**src/rtl/ep_status_regs.vh**
```
`ifndef EP_STATUS_REGS_VH
`define EP_STATUS_REGS_VH

// =====================================================================
// register offsets (byte addresses)
`define IN_EP0_TRANSFER_SIZE_OFS     12'h910
`define OUT_EP_EVENT_FLAGS_OFS       12'hb08
`define OUT_EP_STRIDE                12'h020
`define OUT_EP0_TRANSFER_SIZE_OFS    12'hb10
`define ENDPOINT_COUNT               4

// =====================================================================
// event flag bit positions
`define FLAG_TRANSFER_DONE_BIT       0
`define FLAG_ENDPOINT_DISABLED_BIT   1
`define FLAG_SETUP_PHASE_DONE_BIT    3
`define FLAG_RECEIVE_OVERRUN_BIT     4
`define FLAG_BACK_TO_BACK_SETUP_BIT  6
`define FLAG_IMPLEMENTED_MASK        7'h5b

// =====================================================================
// length register fields
`define IN_PACKET_COUNT_HI           20
`define IN_PACKET_COUNT_LO           19
`define OUT_PACKET_COUNT_BIT         19
`define BYTE_COUNT_HI                6
`define BYTE_COUNT_LO                0

// =====================================================================
// reset values and thresholds
`define EVENT_FLAGS_RESET            7'h00
`define TRANSFER_SIZE_RESET          32'h00000000
`define SETUP_RUN_LIMIT              2'h3

`endif

```
**src/rtl/ep_event_flags.v**
```verilog
`timescale 1ns/1ps
`include "ep_status_regs.vh"

// =====================================================================
// one endpoint's sticky event flags
module ep_event_flags (
	input  wire       clk,         // system clock
	input  wire       arst_n,      // async reset, active low
	input  wire [6:0] set_pulse,   // hardware event pulses
	input  wire [6:0] clear_pulse, // software write-one-to-clear
	output reg  [6:0] flags_reg    // flag state
);
	wire [6:0] flags_next;

	assign flags_next = ((flags_reg & ~clear_pulse) | set_pulse) & `FLAG_IMPLEMENTED_MASK;

	always @(posedge clk or negedge arst_n) begin
		if (!arst_n)
			flags_reg <= `EVENT_FLAGS_RESET;
		else
			flags_reg <= flags_next;
	end
endmodule

```
**src/rtl/ep_status_len.v**
```verilog
`timescale 1ns/1ps
`include "ep_status_regs.vh"
// Notes on behaviour
// - each event flag is set by hardware only and cleared by writing one to its bit.
// - there is one OUT event flag register per endpoint 0 to 3 at a stride of 0x20 from 0xb08.
// - the back-to-back setup flag, bit 6, sets on a control endpoint when more than three setup packets arrive in a row.
// - the receive overrun flag, bit 4, sets when an OUT token finds too little receive FIFO room.
// - on receive overrun the OUT data is dropped and a NAK is returned to the host.
// - the setup-phase-done flag, bit 3, sets on a control endpoint when an IN or OUT token follows a setup token.
// - the endpoint-disabled flag, bit 1, sets when the endpoint is disabled on software request.
// - the transfer-done flag, bit 0, sets when all programmed OUT transactions are done.
// - the IN length register holds a two-bit packet count in bits 20 to 19, set by software first.
// - the IN packet count drops by one after each data packet sent on the bus.
// - the IN length register holds a seven-bit byte count in bits 6 to 0, set by software first.
// - the IN byte count drops by the packet size at each successful transmit FIFO push.
// - the OUT length register holds a packet count at bit 19 and byte count in 6 to 0, zero at reset.

module ep_status_len (
	input  wire        clk,             // 125 MHz system clock
	input  wire        arst_n,          // async reset, active low
	input  wire [11:0] reg_addr,        // register byte address
	input  wire        reg_wr,          // write strobe, one cycle
	input  wire        reg_rd,          // read strobe, one cycle
	input  wire [31:0] reg_wdata,       // write data
	output reg  [31:0] reg_rdata,       // read data, valid the cycle after reg_rd
	input  wire [3:0]  setup_rx,        // setup packet received, per endpoint
	input  wire [3:0]  data_token_rx,   // IN or OUT token received, per endpoint
	input  wire [3:0]  out_token_rx,    // OUT token received, per endpoint
	input  wire [3:0]  rx_fifo_room_ok, // receive FIFO can hold the packet, per endpoint
	input  wire [3:0]  ep_disabled,     // endpoint disabled on request, pulse
	input  wire [3:0]  out_xfer_done,   // all OUT transactions finished, pulse
	input  wire [3:0]  ep_is_control,   // endpoint is a control endpoint
	input  wire        in0_pkt_sent,    // ep0 IN data packet sent, pulse
	input  wire        in0_fifo_push,   // ep0 transmit FIFO packet pushed, pulse
	input  wire [6:0]  in0_push_bytes,  // size of pushed packet
	input  wire        out0_pkt_rcvd,   // ep0 OUT data packet received, pulse
	input  wire        out0_fifo_pop,   // ep0 receive FIFO packet read out, pulse
	input  wire [6:0]  out0_pop_bytes,  // size of popped packet
	output reg  [3:0]  out_drop_nak,    // drop packet and answer NAK, per endpoint
	output reg  [1:0]  in0_packet_count,  // ep0 IN packet count
	output reg  [6:0]  in0_byte_count,    // ep0 IN byte count
	output reg         out0_packet_count, // ep0 OUT packet count
	output reg  [6:0]  out0_byte_count    // ep0 OUT byte count
);
	// =====================================================================
	// address decode
	wire        sel_in0  = (reg_addr == `IN_EP0_TRANSFER_SIZE_OFS);
	wire        sel_out0 = (reg_addr == `OUT_EP0_TRANSFER_SIZE_OFS);
	wire        wr_in0   = reg_wr && sel_in0;
	wire        wr_out0  = reg_wr && sel_out0;
	wire [3:0]  sel_flags;
	wire [3:0]  overrun_hit;
	wire [6:0]  flags [0:3];

	// =====================================================================
	// per-endpoint flag logic
	genvar e;
	generate
		for (e = 0; e < `ENDPOINT_COUNT; e = e + 1) begin : g_ep
			// the stride product is integer wide; only the low 12 address bits decode
			localparam [31:0] ofs_full = `OUT_EP_EVENT_FLAGS_OFS + e * `OUT_EP_STRIDE;

			wire [11:0] ofs = ofs_full[11:0];
			wire        ctl = ep_is_control[e];
			wire        hit_wr;
			wire        b2b;
			wire        stp_done;
			wire [6:0]  set_v;
			wire [6:0]  clr_v;
			reg  [1:0]  setup_run_reg;
			reg  [1:0]  setup_run_next;

			assign sel_flags[e] = (reg_addr == ofs);
			assign hit_wr       = reg_wr && sel_flags[e];

			assign overrun_hit[e] = out_token_rx[e] && !rx_fifo_room_ok[e];

			assign b2b = ctl && setup_rx[e] && (setup_run_reg == `SETUP_RUN_LIMIT);

			assign stp_done = ctl && data_token_rx[e] && (setup_run_reg != 2'h0);

			assign set_v = {b2b, 1'b0, overrun_hit[e], stp_done, 1'b0, ep_disabled[e], out_xfer_done[e]};

			assign clr_v = hit_wr ? reg_wdata[6:0] : 7'h00;

			// any data token ends the run; the count saturates so a long
			// burst of setups keeps re-setting the flag instead of wrapping
			always @* begin
				setup_run_next = setup_run_reg;
				if (data_token_rx[e])
					setup_run_next = 2'h0;
				else if (setup_rx[e] && (setup_run_reg != `SETUP_RUN_LIMIT))
					setup_run_next = setup_run_reg + 2'h1;
			end

			always @(posedge clk or negedge arst_n) begin
				if (!arst_n)
					setup_run_reg <= 2'h0;
				else
					setup_run_reg <= setup_run_next;
			end

			ep_event_flags u_flags (
				.clk         (clk),
				.arst_n      (arst_n),
				.set_pulse   (set_v),
				.clear_pulse (clr_v),
				.flags_reg   (flags[e])
			);
		end
	endgenerate

	// =====================================================================
	// overrun answer
	// drop and nak
	// registered so the packet engine sees one clean pulse per refused token
	always @(posedge clk or negedge arst_n) begin
		if (!arst_n)
			out_drop_nak <= 4'h0;
		else
			out_drop_nak <= overrun_hit;
	end

	// =====================================================================
	// ep0 IN length: next value
	reg [1:0]  in0_packet_count_next;
	reg [6:0]  in0_byte_count_next;
	reg        out0_packet_count_next;
	reg [6:0]  out0_byte_count_next;

	// a write beats a same-cycle decrement, so a freshly programmed count is never lost
	always @* begin
		in0_packet_count_next = in0_packet_count;
		in0_byte_count_next   = in0_byte_count;
		if (wr_in0) begin
			in0_packet_count_next = reg_wdata[`IN_PACKET_COUNT_HI:`IN_PACKET_COUNT_LO];
			in0_byte_count_next   = reg_wdata[`BYTE_COUNT_HI:`BYTE_COUNT_LO];
		end else begin
			if (in0_pkt_sent && (in0_packet_count != 2'h0))
				in0_packet_count_next = in0_packet_count - 2'h1;
			// bytes per push
			// floors at zero: an oversized push would otherwise wrap to a huge count
			if (in0_fifo_push && (in0_push_bytes > in0_byte_count))
				in0_byte_count_next = 7'h00;
			else if (in0_fifo_push)
				in0_byte_count_next = in0_byte_count - in0_push_bytes;
		end
	end

	// =====================================================================
	// ep0 OUT length: next value
	always @* begin
		out0_packet_count_next = out0_packet_count;
		out0_byte_count_next   = out0_byte_count;
		if (wr_out0) begin
			out0_packet_count_next = reg_wdata[`OUT_PACKET_COUNT_BIT];
			out0_byte_count_next   = reg_wdata[`BYTE_COUNT_HI:`BYTE_COUNT_LO];
		end else begin
			// one-bit count: a received packet empties it
			if (out0_pkt_rcvd)
				out0_packet_count_next = 1'b0;
			// same floor as the IN side
			if (out0_fifo_pop && (out0_pop_bytes > out0_byte_count))
				out0_byte_count_next = 7'h00;
			else if (out0_fifo_pop)
				out0_byte_count_next = out0_byte_count - out0_pop_bytes;
		end
	end

	// =====================================================================
	// ep0 length registers
	always @(posedge clk or negedge arst_n) begin
		if (!arst_n) begin
			in0_packet_count  <= 2'h0;
			in0_byte_count    <= 7'h00;
			out0_packet_count <= 1'b0;
			out0_byte_count   <= 7'h00;
		end else begin
			in0_packet_count  <= in0_packet_count_next;
			in0_byte_count    <= in0_byte_count_next;
			out0_packet_count <= out0_packet_count_next;
			out0_byte_count   <= out0_byte_count_next;
		end
	end

	// =====================================================================
	// read mux; reserved bits and unmapped addresses read zero
	reg [31:0] rdata_next;
	integer    i;

	always @* begin
		rdata_next = 32'h00000000;
		if (sel_in0)
			rdata_next = {11'h0, in0_packet_count, 12'h0, in0_byte_count};
		if (sel_out0)
			rdata_next = {12'h0, out0_packet_count, 12'h0, out0_byte_count};
		for (i = 0; i < `ENDPOINT_COUNT; i = i + 1)
			if (sel_flags[i])
				rdata_next = {25'h0, flags[i]};
	end

	// =====================================================================
	// read data register
	// captured only on a read strobe, so the answer stands until the next read
	always @(posedge clk or negedge arst_n) begin
		if (!arst_n)
			reg_rdata <= 32'h00000000;
		else if (reg_rd)
			reg_rdata <= rdata_next;
	end
endmodule

```
**config.mk**
```make
export PLATFORM = sky130hd
export DESIGN_NAME = ep_status_len
export DESIGN_NICKNAME = d
export VERILOG_FILES = /design/src/rtl/ep_event_flags.v /design/src/rtl/ep_status_len.v
export VERILOG_INCLUDE_DIRS = /design/src /design/src/rtl
export SDC_FILE = /design/constraint.sdc
export NUM_CORES = 1
export LEC_CHECK = 0
export ABC_AREA = 1
export BUFFER_PORTS_ARGS = -buffer_cell sky130_fd_sc_hd__buf_2
export CORE_MARGIN = 10
export CORE_UTILIZATION = 31
export DETAILED_ROUTE_END_ITERATION = 10
export GPL_ROUTABILITY_DRIVEN = 1
export REMOVE_ABC_BUFFERS = 1
export SYNTH_ARGS = -nofsm -noshare
export SYNTH_HDL_FRONTEND = slang
export SYNTH_SLANG_ARGS = --single-unit
```
**constraint.sdc**
```tcl
create_clock -name clk -period 4.2 [get_ports clk]
set_input_delay 0.84 -clock clk [delete_from_list [all_inputs] [get_ports clk]]
set_output_delay 0.84 -clock clk [all_outputs]
set_load 0.01 [all_outputs]
```
==> impl_metrics.env, run 1 <==
export IMPL_min_delay_start="reg_rdata[4]"
export IMPL_finalNetCount=757
export IMPL_drt_first_iter_violations=162
export IMPL_post_syn_area_um2=4065
export IMPL_worst_case_vdd_ir_drop_mv=0.1992
export IMPL_cts_buffer_depth=2
export IMPL_numClockSinks=58
export IMPL_placeableCoreArea_um2=12720
export IMPL_finalWeightedCongestion=0.8411
export IMPL_mostFrequentLayoutCell="nand2_1"
export IMPL_synthesis_area_per_instance_um2=7.670
export IMPL_cts_setup_buffers=0
export IMPL_ys_warnings_count=0
export IMPL_fraction_of_layout_cells_with_a_size_suffix_above_1=0.2461
export IMPL_fin_cells=814
export IMPL_first_pass_iters=4
export IMPL_worst_setup_path_type="in2reg"
export IMPL_number_of_gates_resized_after_cts=0
export IMPL_clk_latency_ps=320
export IMPL_total_leakage_power_uw=0.002687
export IMPL_detail_route_drc_violations=0
export IMPL_yosysUniqueCellTypes=40
export IMPL_io_buffer_count=100
export IMPL_fin_skew_ps=3.866
export IMPL_antenna_violating_nets_post_route=0
export IMPL_synth_adder_area_share=0.08064
export IMPL_route_final_wire_length_um=11880
export IMPL_worst_path_largest_cell_delay_ps=370
export IMPL_num_rows=41
export IMPL_number_of_antenna_violations_at_the_first_check_in_global_routing=0
export IMPL_crit_path_top_delay_cell="ha_1"
export IMPL_io_pins=147
export IMPL_place_inst=799
export IMPL_area_growth_pct=21.70
export IMPL_timing_critical_path_cells="buf_2 > inv_1 > ha_1 > a21oi_1 > nand2_1 > nand2_1 > nand3_1 > nand3_1 > o211ai_1"
export IMPL_critical_path_sink_type="register"
export IMPL_chipHeight_um=134.5
export IMPL_ctsRootBufferMaster="clkbuf_16"
export IMPL_drt_wirelength_per_cell_um=14.60
export IMPL_post_drt_via_cell_ratio=4.555
export IMPL_timing_critical_path_arrival_ps=2230
export IMPL_finalMaxSlewViolations=0
export IMPL_hold_worst_slack_ps=471.8
export IMPL_synthDominantAreaCellType="dfrtp_1"
export IMPL_largest_family_of_logic_cells_by_synthesized_area="simple AND/OR/NAND/NOR gates"
export IMPL_hold_violations=0
export IMPL_reg2reg_slack_ps=2390
export IMPL_fillerInstances=1353
export IMPL_h_tree_depth=3
export IMPL_ys_seq_elements=58
export IMPL_worst_slew_margin_rel=0.6200
export IMPL_path_delay_family="simple AND/OR/NAND/NOR gates"
export IMPL_worst_r2r_path_depth=7
export IMPL_layout_cells_most_common_list="nand2_1, buf_2, inv_1, dfrtp_1, nand3_1"
export IMPL_first_global_vias=3973
export IMPL_final_setup_tns_ps=0
export IMPL_cts_hold_buffers=0
export IMPL_whs_path_depth=2
export IMPL_compound_cell_area_share_of_the_yosys_netlist=0.1176
export IMPL_synthTopCellsByArea="dfrtp_1, nand2_1, inv_1"
export IMPL_reg_to_reg_startpoint="in0_byte_count[2]"
export IMPL_timing_final_setup_violations=0
export IMPL_crit_fanout=7
export IMPL_maxCapViolations=0
export IMPL_critical_path_startpoint_type="input port"
export IMPL_track_usage=0.1317
export IMPL_rsz_0062_raised_after_global_routing="false"
export IMPL_starting_density=0.3195
export IMPL_hpwlAfterDp_um=9782
export IMPL_antenna_cells=0
export IMPL_synth_simple_gate_area_frac=0.2902
export IMPL_run_status="finished clean"
export IMPL_post_synth_mux_area_share=0
export IMPL_power_per_cell_area_nw_per_um2=447.3
export IMPL_fin_crit_sh=0.4860
export IMPL_grt_start_max_net_pins=36
export IMPL_worst_pin_slew_ps=570.0
export IMPL_clkTransAtPathRegs_ps=50
export IMPL_yosysTopAreaCellShare=0.3570
export IMPL_timing_hold_worst_class="reg2reg"
export IMPL_fin_crit_ps=2041
export IMPL_min_to="reg_rdata[4]"
export IMPL_fmax_ghz=0.4899
export IMPL_parity_gate_share_of_the_synthesized_area_counting_xor_and_xnor_cells=0.01508
export IMPL_global_route_total_overflow=0
export IMPL_worst_ep_required_time_ps=4390
export IMPL_netlist_instances=530
export IMPL_largest_register_ffs=20
export IMPL_die_area_um2=18090
export IMPL_first_pass_grt_wire_length_um=19250
export IMPL_routed_via_count=3708
export IMPL_cts_buffers=9
export IMPL_critical_path_buf_inv_count=2
export IMPL_timing_rr_end="in0_byte_count[1]"
export IMPL_die_w_um=134.5
export IMPL_tritoncts="done"
export IMPL_synth_seq_area_share=0.3570
## final cells by class
cell class / instances / area, um^2 / share of cell area
Clock buffer: 12 / 256.5 / 0.05185
Multi-Input combinational cell: 371 / 2133 / 0.4312
Sequential cell: 58 / 1451 / 0.2934
Tap cell: 172 / 215.2 / 0.04350
Clock inverter: 3 / 15.01 / 0.003035
Inverter: 97 / 367.9 / 0.07436
Timing Repair Buffer: 101 / 508.0 / 0.1027
## routing by layer
layer | share of wire | routed length (um) | global-route usage | vias to the layer above
met5 | 0 | 0 | 0 | -
met4 | 0.0063 | 75 | 0.03507 | 0
met3 | 0.060 | 713 | 0.04191 | 8
met2 | 0.50 | 5901 | 0.2334 | 102
li1 | - | - | - | 1877
met1 | 0.44 | 5191 | 0.1484 | 1721
## cell usage after synthesis
master / instances
xor2_1: 4
or2_0: 2
nand4_1: 7
o21ai_0: 17
o21ai_1: 15
o22ai_1: 3
o21a_1: 3
inv_4: 1
ha_1: 23
nor2_1: 36
o31ai_1: 6
nor2_2: 5
clkbuf_1: 1
o21bai_1: 2
nor2_8: 1
o211ai_1: 13
nand2_2: 9
clkinv_1: 1
nand4_2: 1
inv_1: 89
dfrtp_1: 58
o21ai_2: 1
conb_1: 1
or2_2: 4
buf_6: 1
xnor2_1: 3
nand2_4: 4
fa_1: 2
nor3_4: 1
nand2_1: 108
a21oi_1: 16
nand3_2: 1
nand3_1: 47
a211oi_1: 4
clkinv_2: 1
buf_4: 24
nor2_4: 5
inv_2: 5
nor3_1: 1
nand3_4: 4
## power breakdown
part / switching, uW / internal (uW)
combinational: 464 / 321
sequential: 106 / 652
clock: 246 / 424
## cells by family (layout without fill, tap and decap cells)
kind of cell	Yosys count	in the layout
other cells	1	23
simple gates	236	236
compound gates	80	80
buf+inv	123	213
flops	58	58
fa+ha+maj	25	25
xor+xnor	7	7
## stage by stage
step	cell area, um^2	worst slack [ps]	power, uW	utilization
after global routing	4947	2033	2389	0.3889
after global placement	4676	1852	1537	0.3675
after floorplan	3953	2130	1265	-
final	4947	2159	2213	0.3889
after detailed placement	4676	1852	1554	0.3675
after CTS	4947	2190	2241	0.3889
## worst max path at each step
stage / from / slack [ps] / to / depth (start not counted)
6_report: in0_push_bytes[2] / 2160 / in0_byte_count[1] / 9
5_1_grt: in0_push_bytes[2] / 2030 / in0_byte_count[1] / 9
4_1_cts: in0_push_bytes[2] / 2190 / in0_byte_count[1] / 9
3_5_place_dp: in0_push_bytes[2] / 1850 / in0_byte_count[1] / 9
3_3_place_gp: in0_push_bytes[2] / 1850 / in0_byte_count[1] / 9
2_1_floorplan: out0_pop_bytes[2] / 2130 / out0_byte_count[5] / 8
## worst min-delay path, cell delays in order, from the launching register on
cell and delay (ps):
dfrtp_1 330, nand2_1 50, nand2_1 50
No activity file was read; power rests on OpenSTA's default activity.
==> inputs of run 2 (changes only) <==
--- a/config.mk
+++ b/config.mk
@@ -6,7 +6,7 @@
 export SDC_FILE = /design/constraint.sdc
 export NUM_CORES = 1
 export LEC_CHECK = 0
-export ABC_AREA = 1
+export ABC_AREA = 0
 export BUFFER_PORTS_ARGS = -buffer_cell sky130_fd_sc_hd__buf_2
 export CORE_MARGIN = 10
 export CORE_UTILIZATION = 31
==> constraint.sdc (replaced) <==
create_clock -name clk -period 1.8 [get_ports clk]
set_input_delay 0.36 -clock clk [delete_from_list [all_inputs] [get_ports clk]]
set_output_delay 0.36 -clock clk [all_outputs]
set_load 0.01 [all_outputs]
==> run 2 against run 1 <==
Net effect:
- the run now ends with setup timing left
- wire length fell by 1.9%
- clock power increased to 2.9 times the previous value
- first-iteration DRC count down 9.9%
- register-to-register slack lost 2600 ps
- sequential share of layout area is 1.8 points lower
- cell area grew 6.6%
- synthesized cell count down 24%
- combinational power down 16%
- die area is 6.7% lower
- global-route usage grew 0.37 points
- final cell count decreased by 12%
- power up 84%
- critical path type is now reg2reg
- largest power group is now the clock network
==> impl_metrics.env, run 2 <==
export IMPL_yosysUniqueCellTypes=52
export IMPL_first_pass_iters=4
export IMPL_io_buffer_count=100
export IMPL_hold_violations=0
export IMPL_route_final_wire_length_um=11650
export IMPL_timing_critical_path_cells="inv_2 > ha_4 > inv_1 > fa_2 > a21oi_2 > o211ai_1 > a21oi_2 > xnor2_1 > a221o_2"
export IMPL_layout_cells_most_common_list="buf_2, buf_4, dfrtp_1, nand2_1, inv_1"
export IMPL_finalNetCount=684
export IMPL_dpl_cell_area_um2=4741
export IMPL_critical_path_sink_type="register"
export IMPL_finalMaxSlewViolations=0
export IMPL_first_pass_grt_wire_length_um=17940
export IMPL_h_tree_depth=3
export IMPL_stdcell_area_um2=5274
export IMPL_fin_crit_ps=1966
export IMPL_worst_path_largest_cell_delay_ps=390
export IMPL_run_status="complete, but fails checks"
export IMPL_fin_cells=716
export IMPL_clkTransAtPathRegs_ps=50
export IMPL_mostFrequentLayoutCell="buf_2"
export IMPL_numClockSinks=58
export IMPL_post_drt_via_cell_ratio=4.796
export IMPL_die_w_um=130.0
export IMPL_synth_edff_count=0
export IMPL_parity_gate_share_of_the_synthesized_area_counting_xor_and_xnor_cells=0.02570
export IMPL_routed_via_count=3434
export IMPL_maxCapViolations=0
export IMPL_worst_slew_margin_rel=0.6619
export IMPL_place_inst=695
export IMPL_post_place_ws_ps=-397.4
export IMPL_failed_checks="setup timing"
export IMPL_timing_critical_path_arrival_ps=2170
export IMPL_reg2reg_slack_ps=-170
export IMPL_track_usage=0.1353
export IMPL_placeableCoreArea_um2=11910
export IMPL_power_per_cell_area_nw_per_um2=770.8
export IMPL_io_pins=147
export IMPL_grt_start_max_net_pins=59
export IMPL_cts_buffer_depth=2
export IMPL_total_leakage_power_uw=0.002541
export IMPL_synthesis_area_per_instance_um2=9.325
export IMPL_crit_path_top_delay_cell="dfrtp_1"
export IMPL_antenna_cells=0
export IMPL_cts_buffers=9
export IMPL_finish_utilization=0.4428
export IMPL_area_growth_pct=40.69
export IMPL_ys_warnings_count=0
export IMPL_synth_seq_area_share=0.3872
export IMPL_synthArstFlopShare=1.000
export IMPL_yosysMostFrequentCell="dfrtp_1"
export IMPL_ctsRootBufferMaster="clkbuf_16"
export IMPL_netlist_instances=402
export IMPL_fin_skew_ps=5.297
export IMPL_finalWeightedCongestion=0.8632
export IMPL_ys_top_cells_by_count="dfrtp_1, inv_1, nand2_1"
export IMPL_ys_seq_elements=58
export IMPL_global_route_total_overflow=0
export IMPL_die_area_um2=16890
export IMPL_synthTopCellsByArea="dfrtp_1, ha_1, buf_4"
export IMPL_worst_r2r_path_depth=9
export IMPL_compound_cell_area_share_of_the_yosys_netlist=0.1979
export IMPL_reg_to_reg_startpoint="out0_byte_count[0]"
export IMPL_fin_crit_sh=1.092
export IMPL_detail_route_drc_violations=0
export IMPL_antenna_violating_nets_post_route=0
export IMPL_rsz_0062_raised_after_global_routing="true"
export IMPL_timing_final_setup_violations=14
export IMPL_worst_ep_required_time_ps=2010
export IMPL_critical_path_startpoint_type="register"
export IMPL_drt_wirelength_per_cell_um=16.27
export IMPL_fillerInstances=1159
export IMPL_hpwlAfterDp_um=9364
export IMPL_post_syn_area_um2=3749
export IMPL_synth_adder_area_share=0.08745
export IMPL_largest_register_ffs=20
export IMPL_worst_case_vdd_ir_drop_mv=0.4435
export IMPL_tritoncts="done"
export IMPL_largest_family_of_logic_cells_by_synthesized_area="compound AO/OA/AOI/OAI gates"
export IMPL_number_of_antenna_violations_at_the_first_check_in_global_routing=0
export IMPL_post_synth_mux_area_share=0.02270
export IMPL_fmax_ghz=0.5087
export IMPL_postLayoutSetupSlackWorst_ps=-165.7
export IMPL_crit_fanout=2
export IMPL_worst_setup_path_type="reg2reg"
export IMPL_drt_first_iter_violations=146
export IMPL_clk_latency_ps=320
export IMPL_worst_pin_slew_ps=507.2
export IMPL_timing_hold_worst_class="in2async"
export IMPL_chipHeight_um=130.0
export IMPL_starting_density=0.3147
export IMPL_fraction_of_layout_cells_with_a_size_suffix_above_1=0.3902
export IMPL_crit_path_frequent_cell="a21oi_2"
export IMPL_top_ff_cell_synth="dfrtp_1"
export IMPL_num_rows=40
export IMPL_synth_simple_gate_area_frac=0.1722
export IMPL_synthDominantAreaCellType="dfrtp_1"
export IMPL_yosysTopAreaCellShare=0.3872
export IMPL_timing_rr_end="out0_byte_count[6]"
export IMPL_first_global_vias=3703
-- run 2: cells by family (layout without fill, tap and decap cells) --
group                    count (synthesis)  in the layout
other                                    1             23
XOR/XNOR                                11             11
adder cells (fa/ha/maj)                 25             25
AO/OA/AOI/OAI                           97             97
buffers and inverters                   77            222
flip-flops                              58             58
AND/OR/NAND/NOR                        125            125
multiplexers                             8              8
-- run 2: worst max-delay path: cells and delay by family (launching register included) --
| family | cells | cell delay (ps) |
|---|---|---|
| AOI/OAI and AO/OA | 4 | 750 |
| xor gates and xnor gates | 1 | 80 |
| adders and majority gates | 2 | 500 |
| buffers and inverters | 2 | 130 |
| DFF | 1 | 390 |
-- run 2: how the worst max path moves through the flow --
stage,start,to,cells after the start
2_1_floorplan,reg_addr[10],in0_byte_count[6],5
6_report,out0_byte_count[0],out0_byte_count[6],9
3_3_place_gp,in0_push_bytes[1],in0_byte_count[6],8
3_5_place_dp,in0_push_bytes[1],in0_byte_count[6],8
5_1_grt,out0_byte_count[0],out0_byte_count[6],9
4_1_cts,in0_byte_count[0],in0_byte_count[6],9
-- run 2: metal layers --
| metal | global-route usage | routed length [um] | vias to the layer above |
|---|---|---|---|
| li1 | - | - | 1682 |
| met1 | 0.1521 | 4825 | 1640 |
| met2 | 0.2391 | 5791 | 98 |
| met3 | 0.03570 | 822 | 14 |
| met4 | 0.05291 | 211 | 0 |
| met5 | 0 | 0 | - |
-- run 2: power by group --
part	internal [uW]	switching, uW	leakage (uW)
clock network	1380	573	0.000165
logic	305	354	0.00168
registers	1400	60.7	0.000701
-- run 2: metrics by stage --
step / hold WS, ps / total power, uW / setup TNS, ps
floorplan: 64.41 / 1793 / -3098
global placement: 385.4 / 2089 / -4213
detailed placement: 393.3 / 2111 / -5217
CTS: 45.87 / 4085 / -2216
global route: 55.13 / 4265 / -2431
finish: 23.25 / 4065 / -1499
-- run 2: area by class of cell --
class                   count  area (um^2)  share of cell area
multi-input cells         289         2130              0.4038
flip-flops and latches     58         1451              0.2752
repair buffers            164         1006              0.1907
clock buffers              10        239.0             0.04531
well taps                 147        183.9             0.03488
inverters                  43        161.4             0.03061
clock inverters             5        102.6             0.01945
-- run 2: timing repair --
item | in CTS | in global routing
gates resized for setup | 15 | 17
setup buffers | 1 | 5
hold buffers | 0 | 0
setup endpoints to repair | 14 | 14
pin swaps | 5 | 12
==> inputs of run 3 (changes only) <==
--- a/config.mk
+++ b/config.mk
@@ -9,9 +9,10 @@
 export ABC_AREA = 0
 export BUFFER_PORTS_ARGS = -buffer_cell sky130_fd_sc_hd__buf_2
 export CORE_MARGIN = 10
-export CORE_UTILIZATION = 31
+export CORE_UTILIZATION = 40
 export DETAILED_ROUTE_END_ITERATION = 10
 export GPL_ROUTABILITY_DRIVEN = 1
+export PLACE_DENSITY = 0.7
 export REMOVE_ABC_BUFFERS = 1
 export SYNTH_ARGS = -nofsm -noshare
 export SYNTH_HDL_FRONTEND = slang
==> run 3 against run 2 <==
Net effect:
- the run still ends with setup timing left
- worst hold slack worse by 13 ps
- via count down 0.67%
- combinational power grew 1%
- final cell count fell by 4.5%
- register-to-register slack worse by 90 ps
- flip-flop and latch count unchanged
- worst setup slack got worse by 89 ps
- first-iteration DRC count up 16%
- clock-buffer cell count is the same
- global-route usage is 2.6 points higher
- largest cell class unchanged
==> impl_metrics.env, run 3 (synthesized netlist as in run 2, its figures left out) <==
export IMPL_timing_critical_path_arrival_ps=2280
export IMPL_worst_case_vdd_ir_drop_mv=0.2861
export IMPL_largest_register_ffs=20
export IMPL_worst_path_largest_cell_delay_ps=400
export IMPL_maxCapViolations=0
export IMPL_tritoncts="done"
export IMPL_io_pins=147
export IMPL_finish_utilization=0.5543
export IMPL_crit_path_top_delay_cell="fa_2"
export IMPL_finalNetCount=687
export IMPL_number_of_antenna_violations_at_the_first_check_in_global_routing=0
export IMPL_timing_final_setup_violations=14
export IMPL_int_pwr_uw=2380
export IMPL_placeableCoreArea_um2=9196
export IMPL_clkTransAtPathRegs_ps=70
export IMPL_layout_cells_most_common_list="buf_2, buf_4, dfrtp_1, nand2_1, inv_1"
export IMPL_die_area_um2=13640
export IMPL_postLayoutSetupSlackWorst_ps=-254.8
export IMPL_antenna_violating_nets_post_route=0
export IMPL_worst_setup_path_type="reg2reg"
export IMPL_hold_violations=0
export IMPL_place_inst=663
export IMPL_worst_ep_required_time_ps=2020
export IMPL_path_delay_family="compound AO/OA/AOI/OAI gates"
export IMPL_routed_via_count=3411
export IMPL_run_status="complete, but fails checks"
export IMPL_finalMaxSlewViolations=0
export IMPL_reg2reg_slack_ps=-250
export IMPL_fin_cells=684
export IMPL_timing_rr_end="out0_byte_count[6]"
export IMPL_post_drt_via_cell_ratio=4.987
export IMPL_track_usage=0.1613
export IMPL_critical_path_sink_type="register"
export IMPL_clk_latency_ps=340
export IMPL_critical_path_buf_inv_count=2
export IMPL_rsz_0062_raised_after_global_routing="true"
export IMPL_first_pass_grt_wire_length_um=17340
export IMPL_fin_crit_ps=2055
export IMPL_area_growth_pct=35.98
export IMPL_starting_density=0.4076
export IMPL_die_w_um=116.8
export IMPL_fin_skew_ps=7.163
export IMPL_mostFrequentLayoutCell="buf_2"
export IMPL_reg_to_reg_startpoint="out0_byte_count[0]"
export IMPL_timing_critical_path_cells="inv_2 > ha_4 > inv_2 > fa_2 > a21oi_2 > o211ai_1 > a21oi_1 > xnor2_1 > a221o_2"
export IMPL_h_tree_depth=3
export IMPL_global_route_total_overflow=0
export IMPL_pwr_share_seq=0.435
export IMPL_antenna_cells=0
export IMPL_finalWeightedCongestion=0.8316
export IMPL_fraction_of_layout_cells_with_a_size_suffix_above_1=0.3909
export IMPL_io_buffer_count=100
export IMPL_critical_path_startpoint_type="register"
export IMPL_drt_first_iter_violations=169
export IMPL_grt_start_max_net_pins=59
export IMPL_total_switching_power_uw=957.2
export IMPL_hpwlAfterDp_um=8838
export IMPL_detail_route_drc_violations=0
export IMPL_final_setup_tns_ps=-2246
export IMPL_failed_checks="setup timing"
export IMPL_chipHeight_um=116.8
export IMPL_fin_crit_sh=1.142
export IMPL_cts_buffers=9
export IMPL_power_per_cell_area_nw_per_um2=654.6
export IMPL_timing_hold_worst_class="in2async"
export IMPL_crit_fanout=2
export IMPL_crit_path_frequent_cell="inv_2"
export IMPL_first_pass_iters=4
export IMPL_logic_pwr_share=0.200
export IMPL_total_leakage_power_uw=0.002486
export IMPL_num_rows=35
export IMPL_drt_wirelength_per_cell_um=16.35
export IMPL_netSwitchingFraction=0.2869
export IMPL_cts_buffer_depth=2
export IMPL_ctsRootBufferMaster="clkbuf_8"
export IMPL_numClockSinks=58
export IMPL_power_uw=3337
export IMPL_fmax_ghz=0.4867
export IMPL_first_global_vias=3454
export IMPL_route_final_wire_length_um=11180
export IMPL_worst_r2r_path_depth=9
export IMPL_pwr_share_clk=0.365
run 3: power by group through the flow:
| stage | clock network [uW] | registers, uW | logic [uW] |
|---|---|---|---|
| finish | 1220 | 1450 | 667 |
| global route | 1320 | 1460 | 748 |
| CTS | 1240 | 1450 | 658 |
| detailed placement | 0 | 1480 | 634 |
| global placement | 0 | 1470 | 615 |
| floorplan | 0 | 1480 | 311 |
run 3: metal layers:
metal  GRT usage  up-vias  part of all wire
met5           0        -                 0
met4     0.05272        0             0.016
met3     0.03772       13             0.064
met2      0.2685      104              0.48
met1      0.2015     1614              0.44
li1            -     1680                 -
run 3: what timing repair did:
action | in CTS | in global routing
gates resized for setup | 24 | 7
setup endpoints to repair | 14 | 14
pin swaps | 10 | 18
setup buffers | 1 | 4
hold buffers | 0 | 0
endpoints found under the hold margin | 0 | 0
run 3: area by class of cell:
| type | instances | area, um^2 |
|---|---|---|
| Fill cell | 848 | 4099 |
| Multi-Input combinational cell | 289 | 2110 |
| Sequential cell | 58 | 1451 |
| Timing Repair Buffer | 167 | 1032 |
| Inverter | 43 | 161.4 |
| Tap cell | 111 | 138.9 |
| Clock buffer | 10 | 137.6 |
| Clock inverter | 6 | 66.31 |
run 3: worst max path at each step:
stage,cells past startpoint,end,from,slack [ps]
finish,9,out0_byte_count[6],out0_byte_count[0],-250
floorplan,5,in0_byte_count[6],reg_addr[10],-310
detailed placement,8,in0_byte_count[6],in0_push_bytes[1],-360
CTS,9,out0_byte_count[6],out0_byte_count[0],-210
global placement,8,in0_byte_count[6],in0_push_bytes[1],-330
global route,9,out0_byte_count[6],out0_byte_count[0],-340
run 3: stage by stage:
stage / hold WS [ps] / area [um^2] / setup slack [ps]
after floorplan: 64.41 / 3596 / -311.0
after global routing: 15.80 / 5097 / -343.3
after detailed placement: 389.3 / 4726 / -358.9
after global placement: 384.3 / 4726 / -331.0
final: 10.09 / 5097 / -254.8
after CTS: 17.21 / 5031 / -211.8
run 3: worst reg2reg max path: cells and delay by family (launching register included):
family                     cells  cell delay, ps
buffers and inverters          2             120
adders and majority gates      2             530
DFF                            1             390
xor gates and xnor gates       1             100
AOI/OAI and AO/OA              4             810
